`src/rtl/rsrm_pkg.sv`:
```
// package: constants for the reset source and memory remap block
package rsrm_pkg;
  // ----------------------------------------
  // register map (byte addresses)
  // ----------------------------------------
  localparam logic [3:0] REMAP_OFS = 4'h0;
  localparam logic [3:0] STATUS_OFS = 4'h4;
  localparam logic [3:0] CLEAR_OFS = 4'h8;
  localparam logic [3:0] IRQ_STAT_OFS = 4'hc;
  localparam logic [3:0] IRQ_MASK_OFS = 4'he;
  // ----------------------------------------
  // fields and reset values
  // ----------------------------------------
  localparam int REMAP_BIT = 0;
  localparam int POR_BIT = 0;
  localparam int WDT_BIT = 1;
  localparam int SWR_BIT = 2;
  localparam int IRQ_POR_BIT = 0;
  localparam int IRQ_WDT_BIT = 1;
  localparam int IRQ_SWR_BIT = 2;
  localparam int IRQ_BADCLR_BIT = 3;
  localparam logic [7:0] STATUS_RST = 8'h00;
  localparam logic [3:0] IRQ_RST = 4'h0;
  // ----------------------------------------
  // memory map
  // ----------------------------------------
  localparam logic [31:0] VEC_BASE = 32'h00000000;
  localparam logic [31:0] VEC_END = 32'h00000020;
  localparam logic [31:0] MIRROR_SIZE = 32'h00010000;
  // ----------------------------------------
  // timing
  // ----------------------------------------
  localparam int CLK_MHZ = 200;
  localparam int RST_PULSE_NS = 100;
  localparam int RST_PULSE_CYC = (RST_PULSE_NS * CLK_MHZ + 999) / 1000;
  localparam int CONFIG_NS = 500;
  localparam int CONFIG_CYC = (CONFIG_NS * CLK_MHZ + 999) / 1000;
  typedef enum logic [1:0] {RSRM_RUN, RSRM_HOLD, RSRM_CONFIG} rsrm_boot_t;
endpackage

```
`src/rtl/rsrm_decode.sv`:
```
// remap address decoder for the bottom of the memory map
`timescale 1ns/10ps
module rsrm_decode
(
  input wire logic [31:0] addr,
  input wire logic remap,
  output logic sel_flash,
  output logic sel_sram,
  output logic in_vec
);
  wire logic in_mirror;
  assign in_mirror = addr < rsrm_pkg::MIRROR_SIZE;
  assign in_vec = (addr >= rsrm_pkg::VEC_BASE) && (addr < rsrm_pkg::VEC_END);
  assign sel_sram = in_mirror && remap;
  assign sel_flash = in_mirror && !remap;
endmodule

```
`src/rtl/rsrm_top.sv`:
```
// reset source recorder and memory remap with avalon slave
//
// Added by the designer: the Avalon-MM slave port and the address map.
`timescale 1ns/10ps
module rsrm_top
(
  input wire logic clk,
  input wire logic nrst,
  // avalon-mm slave
  input wire logic [3:0] avs_address,
  input wire logic avs_read,
  input wire logic avs_write,
  input wire logic [31:0] avs_writedata,
  input wire logic [3:0] avs_byteenable,
  output logic [31:0] avs_readdata,
  output logic avs_waitrequest,
  // reset sources and boot mode pin
  input wire logic por_event,
  input wire logic wdt_timeout,
  input wire logic ext_reset_req,
  input wire logic boot_mode_pin,
  // core side
  input wire logic [31:0] core_addr,
  output logic sel_flash_q,
  output logic sel_sram_q,
  output logic vec_hit_q,
  output logic sys_reset_q,
  output logic core_run_q,
  output logic [31:0] core_pc_q,
  output logic irq_q
);
  // ----------------------------------------
  // local registers and wires
  // ----------------------------------------
  logic remap_q;
  logic [2:0] status_q;
  logic [3:0] irq_stat_q;
  logic [3:0] irq_mask_q;
  logic ack_q;
  logic wait_q;
  logic [31:0] rdata_q;
  logic [7:0] cnt_q;
  rsrm_pkg::rsrm_boot_t state_q;
  wire logic sel_flash_w;
  wire logic sel_sram_w;
  wire logic in_vec_w;
  wire logic req;
  wire logic wr_go;
  wire logic rd_go;
  wire logic wr_remap;
  wire logic wr_status;
  wire logic wr_clear;
  wire logic wr_irqs;
  wire logic wr_mask;
  wire logic lane0;
  wire logic [2:0] clr_bits;
  wire logic bad_clear;
  wire logic sw_force;
  wire logic any_reset;
  wire logic [3:0] events;
  wire logic [31:0] rd_mux;
  wire logic [31:0] status_rd;
  // ----------------------------------------
  // address decode
  // ----------------------------------------
  assign req = (avs_read || avs_write) && !ack_q;
  assign wr_go = avs_write && !ack_q;
  assign rd_go = avs_read && !ack_q;
  assign lane0 = avs_byteenable[0];
  assign wr_remap = wr_go && lane0 && (avs_address == rsrm_pkg::REMAP_OFS);
  assign wr_status = wr_go && lane0 && (avs_address == rsrm_pkg::STATUS_OFS);
  assign wr_clear = wr_go && lane0 && (avs_address == rsrm_pkg::CLEAR_OFS);
  assign wr_irqs = wr_go && lane0 && (avs_address == rsrm_pkg::IRQ_STAT_OFS);
  assign wr_mask = wr_go && lane0 && (avs_address == rsrm_pkg::IRQ_MASK_OFS);
  assign clr_bits = wr_clear ? avs_writedata[2:0] : 3'h0;
  assign bad_clear = wr_clear && ((status_q & ~avs_writedata[2:0]) != 3'h0);
  assign sw_force = wr_status && avs_writedata[rsrm_pkg::SWR_BIT];
  assign any_reset = por_event || wdt_timeout || ext_reset_req || sw_force || bad_clear;
  assign events = {bad_clear, sw_force, wdt_timeout, por_event};
  assign status_rd = {29'h0, status_q};
  assign rd_mux = (avs_address == rsrm_pkg::REMAP_OFS) ? {31'h0, remap_q} :
                  (avs_address == rsrm_pkg::STATUS_OFS) ? status_rd :
                  (avs_address == rsrm_pkg::IRQ_STAT_OFS) ? {28'h0, irq_stat_q} :
                  (avs_address == rsrm_pkg::IRQ_MASK_OFS) ? {28'h0, irq_mask_q} :
                  32'h0;
  // ----------------------------------------
  // bus handshake: one wait cycle per access
  // ----------------------------------------
  always_ff @(posedge clk or negedge nrst)
  begin
    if (!nrst)
    begin
      ack_q <= 1'b0;
      wait_q <= 1'b1;
      rdata_q <= 32'h0;
    end
    else
    begin
      ack_q <= req;
      wait_q <= !req;
      if (rd_go)
        rdata_q <= rd_mux;
    end
  end
  assign avs_waitrequest = wait_q;
  assign avs_readdata = rdata_q;
  // ----------------------------------------
  // remap bit and reset status
  // ----------------------------------------
  always_ff @(posedge clk or negedge nrst)
  begin
    if (!nrst)
    begin
      remap_q <= 1'b0;
      status_q <= rsrm_pkg::STATUS_RST[2:0];
    end
    else
    begin
      if (any_reset)
        remap_q <= 1'b0;
      else if (wr_remap)
        remap_q <= avs_writedata[rsrm_pkg::REMAP_BIT];
      status_q[rsrm_pkg::POR_BIT] <= por_event || (status_q[rsrm_pkg::POR_BIT] && !clr_bits[0]);
      status_q[rsrm_pkg::WDT_BIT] <= wdt_timeout || (status_q[rsrm_pkg::WDT_BIT] && !clr_bits[1]);
      status_q[rsrm_pkg::SWR_BIT] <= sw_force || (status_q[rsrm_pkg::SWR_BIT] && !clr_bits[2]);
    end
  end
  // ----------------------------------------
  // interrupt status, write one to clear
  // ----------------------------------------
  always_ff @(posedge clk or negedge nrst)
  begin
    if (!nrst)
    begin
      irq_stat_q <= rsrm_pkg::IRQ_RST;
      irq_mask_q <= rsrm_pkg::IRQ_RST;
      irq_q <= 1'b0;
    end
    else
    begin
      irq_stat_q <= events | (irq_stat_q & ~(wr_irqs ? avs_writedata[3:0] : 4'h0));
      if (wr_mask)
        irq_mask_q <= avs_writedata[3:0];
      irq_q <= |(irq_stat_q & irq_mask_q);
    end
  end
  // ----------------------------------------
  // reset pulse and boot sequence
  // ----------------------------------------
  always_ff @(posedge clk or negedge nrst)
  begin
    if (!nrst)
    begin
      state_q <= rsrm_pkg::RSRM_HOLD;
      cnt_q <= 8'h0;
      sys_reset_q <= 1'b1;
      core_run_q <= 1'b0;
      core_pc_q <= 32'h0;
    end
    else
    begin
      case (state_q)
        rsrm_pkg::RSRM_RUN:
        begin
          if (any_reset)
          begin
            state_q <= rsrm_pkg::RSRM_HOLD;
            cnt_q <= 8'h0;
            sys_reset_q <= 1'b1;
            core_run_q <= 1'b0;
          end
        end
        rsrm_pkg::RSRM_HOLD:
        begin
          cnt_q <= cnt_q + 8'h1;
          if (cnt_q == 8'(rsrm_pkg::RST_PULSE_CYC - 1))
          begin
            sys_reset_q <= 1'b0;
            cnt_q <= 8'h0;
            state_q <= rsrm_pkg::RSRM_CONFIG;
          end
        end
        rsrm_pkg::RSRM_CONFIG:
        begin
          cnt_q <= cnt_q + 8'h1;
          if (any_reset)
          begin
            state_q <= rsrm_pkg::RSRM_HOLD;
            cnt_q <= 8'h0;
            sys_reset_q <= 1'b1;
          end
          else if (boot_mode_pin && cnt_q == 8'(rsrm_pkg::CONFIG_CYC - 1))
          begin
            core_pc_q <= rsrm_pkg::VEC_BASE;
            core_run_q <= 1'b1;
            state_q <= rsrm_pkg::RSRM_RUN;
          end
        end
        default:
          state_q <= rsrm_pkg::RSRM_HOLD;
      endcase
    end
  end
  // ----------------------------------------
  // memory select at the bottom of the map
  // ----------------------------------------
  rsrm_decode u_dec
  (
    .addr(core_addr),
    .remap(remap_q),
    .sel_flash(sel_flash_w),
    .sel_sram(sel_sram_w),
    .in_vec(in_vec_w)
  );
  always_ff @(posedge clk or negedge nrst)
  begin
    if (!nrst)
    begin
      sel_flash_q <= 1'b0;
      sel_sram_q <= 1'b0;
      vec_hit_q <= 1'b0;
    end
    else
    begin
      sel_flash_q <= sel_flash_w;
      sel_sram_q <= sel_sram_w;
      vec_hit_q <= in_vec_w;
    end
  end
endmodule

```
`config.mk`:
```
export PLATFORM = sky130hd
export DESIGN_NAME = rsrm_top
export DESIGN_NICKNAME = d
export VERILOG_FILES = /design/src/rtl/rsrm_pkg.sv /design/src/rtl/rsrm_decode.sv /design/src/rtl/rsrm_top.sv
export SDC_FILE = /design/constraint.sdc
export NUM_CORES = 1
export LEC_CHECK = 0
export BUFFER_PORTS_ARGS = -buffer_cell sky130_fd_sc_hd__buf_2
export CORE_MARGIN = 2
export CORE_UTILIZATION = 38
export DETAILED_ROUTE_END_ITERATION = 7
export PLACE_DENSITY = 0.84
export SLEW_MARGIN = 30
export SYNTH_ARGS = -nofsm -noshare
export SYNTH_HDL_FRONTEND = slang
export SYNTH_SLANG_ARGS = --single-unit
export TNS_END_PERCENT = 10
```
`constraint.sdc`:
```
create_clock -name clk -period 2.1 [get_ports clk]
set_input_delay 0.42 -clock clk [delete_from_list [all_inputs] [get_ports clk]]
set_output_delay 0.42 -clock clk [all_outputs]
set_load 0.01 [all_outputs]
```
==> impl_metrics.xml <==
<?xml version="1.0" encoding="UTF-8"?>
<metrics>
  <group name="status">
    <metric name="status" unit="">finished, violations left</metric>
    <metric name="violations_in_the_final_reports" unit="">setup timing</metric>
  </group>
  <group name="power">
    <metric name="netSwitchingPower" unit="W">0.000782</metric>
    <metric name="comb_power_share" unit="%">40.7</metric>
    <metric name="netSwitchingFraction" unit="%">34.7</metric>
    <metric name="power.leakage" unit="nW">1.38</metric>
    <metric name="internal-power" unit="W">0.00147</metric>
    <metric name="power_frac_clock" unit="%">22.5</metric>
    <metric name="seq_power_share" unit="%">36.8</metric>
    <metric name="power.density_cell_area" unit="mW/mm^2">833</metric>
    <metric name="power.ir.vdd_worst" unit="uV">380</metric>
  </group>
  <group name="critical_path">
    <metric name="critical_path_peak_fanout" unit="">3</metric>
    <metric name="critPathCaptureType" unit="">register</metric>
    <metric name="critical_path.startpoint_type" unit="">register</metric>
    <metric name="cp_class" unit="">reg2reg</metric>
    <metric name="worstPathArrival" unit="ns">2.29</metric>
    <metric name="worst_path_required" unit="ns">2.28</metric>
    <metric name="startpoint_of_the_most_critical_register_to_register_path" unit="">cnt_q[1]</metric>
    <metric name="setup.worst_path.start" unit="">cnt_q[1]</metric>
  </group>
  <group name="logic_synthesis">
    <metric name="synth_sequential_area_ratio" unit="%">37.4</metric>
    <metric name="synthesized_area_divided_by_synthesized_cell_count" unit="sq um">9.33</metric>
    <metric name="synth-edff-count" unit="">0</metric>
    <metric name="yosysWarningCount" unit="">0</metric>
    <metric name="post-synth-top-count-cell" unit="">sky130_fd_sc_hd__buf_4</metric>
    <metric name="syn-cell-area" unit="sq mm">0.00229</metric>
    <metric name="ys_types" unit="">51</metric>
    <metric name="yosys-top-cells-area" unit="">sky130_fd_sc_hd__dfrtp_1 34%, sky130_fd_sc_hd__buf_4 20%, sky130_fd_sc_hd__nand2_1 3.6%</metric>
    <metric name="async_reset_ff_share" unit="%">100</metric>
    <metric name="dominantRegCellSynth" unit="">sky130_fd_sc_hd__dfrtp_1</metric>
    <metric name="yosysTopAreaCellShare" unit="%">33.9</metric>
    <metric name="synth_top_cell_by_area" unit="">sky130_fd_sc_hd__dfrtp_1</metric>
    <metric name="synth_seq_cells" unit="">34</metric>
    <metric name="ys_top_cells_by_count" unit="">60 x sky130_fd_sc_hd__buf_4, 31 x sky130_fd_sc_hd__dfrtp_1, 22 x sky130_fd_sc_hd__nand2_1</metric>
    <metric name="post_synth_inst_count" unit="">245</metric>
  </group>
  <group name="placement">
    <metric name="place.gp.congestion" unit="">0.847</metric>
    <metric name="detailedPlacementHpwl" unit="microns">3660</metric>
    <metric name="port-buffer-count" unit="">54</metric>
    <metric name="dpl_cell_area" unit="sq mm">0.00257</metric>
  </group>
  <group name="sta">
    <metric name="final_worst_slack" unit="ns">-0.0153</metric>
    <metric name="grt_setup_unrepaired" unit="">true</metric>
    <metric name="fmax_achieved" unit="GHz">0.473</metric>
    <metric name="finalHoldViolCount" unit="">0</metric>
    <metric name="finalSetupViolCount" unit="">1</metric>
    <metric name="worstMarginPinSlew" unit="ns">0.742</metric>
    <metric name="fin_worst_hold_slack" unit="ns">0.187</metric>
    <metric name="report.final.slew_viol_count" unit="">0</metric>
    <metric name="finalClockSkew" unit="ns">0.0110</metric>
    <metric name="max-slew-margin-rel" unit="%">50.5</metric>
    <metric name="final_period_demand_of_the_worst_path" unit="ns">2.12</metric>
    <metric name="period_share" unit="%">101</metric>
  </group>
  <group name="cts">
    <metric name="worst_setup_hold_path_clk_slew" unit="ns">0.08</metric>
    <metric name="cts_buffer_depth" unit="">2</metric>
    <metric name="tritoncts_clock_tree" unit="">built</metric>
    <metric name="cts-hold-fix-buffers" unit="">0</metric>
    <metric name="cts_max_level" unit="">2</metric>
    <metric name="cts_root_buf" unit="">sky130_fd_sc_hd__clkbuf_8</metric>
    <metric name="worst_skew_pair_later_pin_latency" unit="ns">0.29</metric>
    <metric name="numClockSinks" unit="">34</metric>
    <metric name="cts-buffers-inserted" unit="">5</metric>
  </group>
  <group name="drt">
    <metric name="detail_route.wirelength" unit="microns">4600</metric>
    <metric name="drtIter0Drc" unit="">94</metric>
    <metric name="detailroute.via_count" unit="">1815</metric>
    <metric name="firstDrtPassIters" unit="">4</metric>
    <metric name="remaining_drc_errors" unit="">0</metric>
    <metric name="post_drt_via_cell_ratio" unit="">4.54</metric>
    <metric name="final_antenna_net_count" unit="">0</metric>
    <metric name="wl_cell" unit="microns">11.5</metric>
  </group>
  <group name="job">
    <metric name="maxCapViolations" unit="">0</metric>
  </group>
  <group name="floorplan">
    <metric name="core_region_area" unit="sq mm">0.00585</metric>
    <metric name="effective_utilization_at_floorplan" unit="%">39.1</metric>
    <metric name="fp.dieArea" unit="sq mm">0.00665</metric>
    <metric name="die_width" unit="microns">81.6</metric>
    <metric name="die_h" unit="microns">81.6</metric>
    <metric name="top_level_ports" unit="">151</metric>
    <metric name="rows" unit="">28</metric>
  </group>
  <group name="final_layout">
    <metric name="design_area" unit="sq mm">0.00270</metric>
    <metric name="antenna_cells_inserted" unit="">0</metric>
    <metric name="syn2layout_area_growth" unit="%">18.3</metric>
    <metric name="drive_gt1_share" unit="%">35.1</metric>
    <metric name="nNetsFinal" unit="">410</metric>
  </group>
  <group name="global_routing">
    <metric name="grt.overflow.total" unit="">0</metric>
    <metric name="global_routing_usage_summed_across_all_routing_layers" unit="%">14.6</metric>
    <metric name="grt_max_degree" unit="">35</metric>
    <metric name="number_of_global_route_vias_before_repair" unit="">1677</metric>
    <metric name="grt_antenna_before_repair" unit="">0</metric>
    <metric name="first_pass_grt_wire_length" unit="microns">7440</metric>
  </group>
  <group name="min_path">
    <metric name="hp-class" unit="">in2async</metric>
  </group>
</metrics>
==> placed cells by master, fill, tap and decap left out, types with 6 or more instances in the layout <==
master / instances
sky130_fd_sc_hd__buf_2: 54
sky130_fd_sc_hd__buf_4: 21
sky130_fd_sc_hd__clkbuf_8: 6
sky130_fd_sc_hd__conb_1: 60
sky130_fd_sc_hd__dfrtp_1: 31
sky130_fd_sc_hd__inv_1: 11
sky130_fd_sc_hd__mux2i_1: 7
sky130_fd_sc_hd__nand2_1: 22
sky130_fd_sc_hd__nand3_1: 8
sky130_fd_sc_hd__nor2_1: 13
sky130_fd_sc_hd__nor4_1: 7
sky130_fd_sc_hd__o21ai_0: 6
==> critical path, cell delays in order, from the launching register on <==
cell and delay, ns:
sky130_fd_sc_hd__dfrtp_1 0.36, sky130_fd_sc_hd__ha_2 0.19, sky130_fd_sc_hd__or4b_4 0.47, sky130_fd_sc_hd__or4_4 0.46, sky130_fd_sc_hd__a21oi_4 0.16, sky130_fd_sc_hd__o21ai_2 0.08
sky130_fd_sc_hd__mux2_2 0.29
==> registers in the layout (all words and copies together) (netlist names), 2 cells and up <==
register,count
cnt_q,8
avs_readdata,4
irq_mask_q,4
irq_stat_q,4
status_q,3
state_q,2
==> power groups by stage <==
stage	sequential, W	clock, W	combinational, W
2_1_floorplan	0.000848	0	0.000645
3_3_place_gp	0.000834	0	0.000811
3_5_place_dp	0.000842	0	0.000845
4_1_cts	0.000830	0.000524	0.000902
5_1_grt	0.000846	0.000558	0.00102
6_report	0.000828	0.000507	0.000918
==> logic make-up (layout without fill, tap and decap cells) <==
group	Yosys count	count (layout)	synth area share [%]
other	1	60	0.164
AOI/OAI and AO/OA	39	39	12.3
buffers and inverters	74	95	22.7
DFF	34	34	37.4
muxes	12	12	5.53
and+or+nand+nor	79	79	18.7
adders and majority gates	6	6	3.28
==> per-stage QoR <==
step / std cells / util [%] / worst slack (ns) / power, W / TNS (ns)
after floorplan: 304 / - / -0.0587 / 0.00149 / -0.192
after global placement: 391 / 43.9 / -0.163 / 0.00164 / -1.14
after detailed placement: 391 / 43.9 / -0.180 / 0.00169 / -1.38
after CTS: 399 / 46.0 / -0.121 / 0.00226 / -0.358
after global routing: 400 / 46.2 / -0.0813 / 0.00242 / -0.300
final: 400 / 46.2 / -0.0153 / 0.00225 / -0.0153
==> timing repair <==
action	in CTS	in global routing
pin swaps	1	5
setup endpoints to repair	8	10
buffers inserted	0	1
resized for setup	6	1
==> metal layers <==
layer / GRT usage, % / wire length [microns] / up-vias
met5: 0 / 0 / -
met4: 4.41 / 46 / 0
met3: 3.85 / 286 / 4
met2: 26.7 / 2410 / 76
met1: 16.6 / 1850 / 844
li1: - / - / 891
==> final cells by class <==
type	count	area, sq um
Inverter	11	41.3
Sequential cell	34	855
Clock buffer	6	82.6
Multi-Input combinational cell	196	1180
Fill cell	549	3150
Clock inverter	2	12.5
Timing Repair Buffer	76	439
Tap cell	75	93.8
==> final timing paths <==
check / cells past startpoint / slack, ns / endpoint
max in group asynchronous: 1 / 1.42 / cnt_q[7]
setup / recovery: 6 / -0.02 / state_q[1]
setup reg to reg: 6 / -0.02 / state_q[1]
hold / removal: 1 / 0.19 / avs_readdata[2]
min in group clk: 2 / 0.35 / irq_stat_q[0]
hold reg to reg: 2 / 0.48 / avs_readdata[1]
Note: power is estimated with default switching activity, not from simulation.
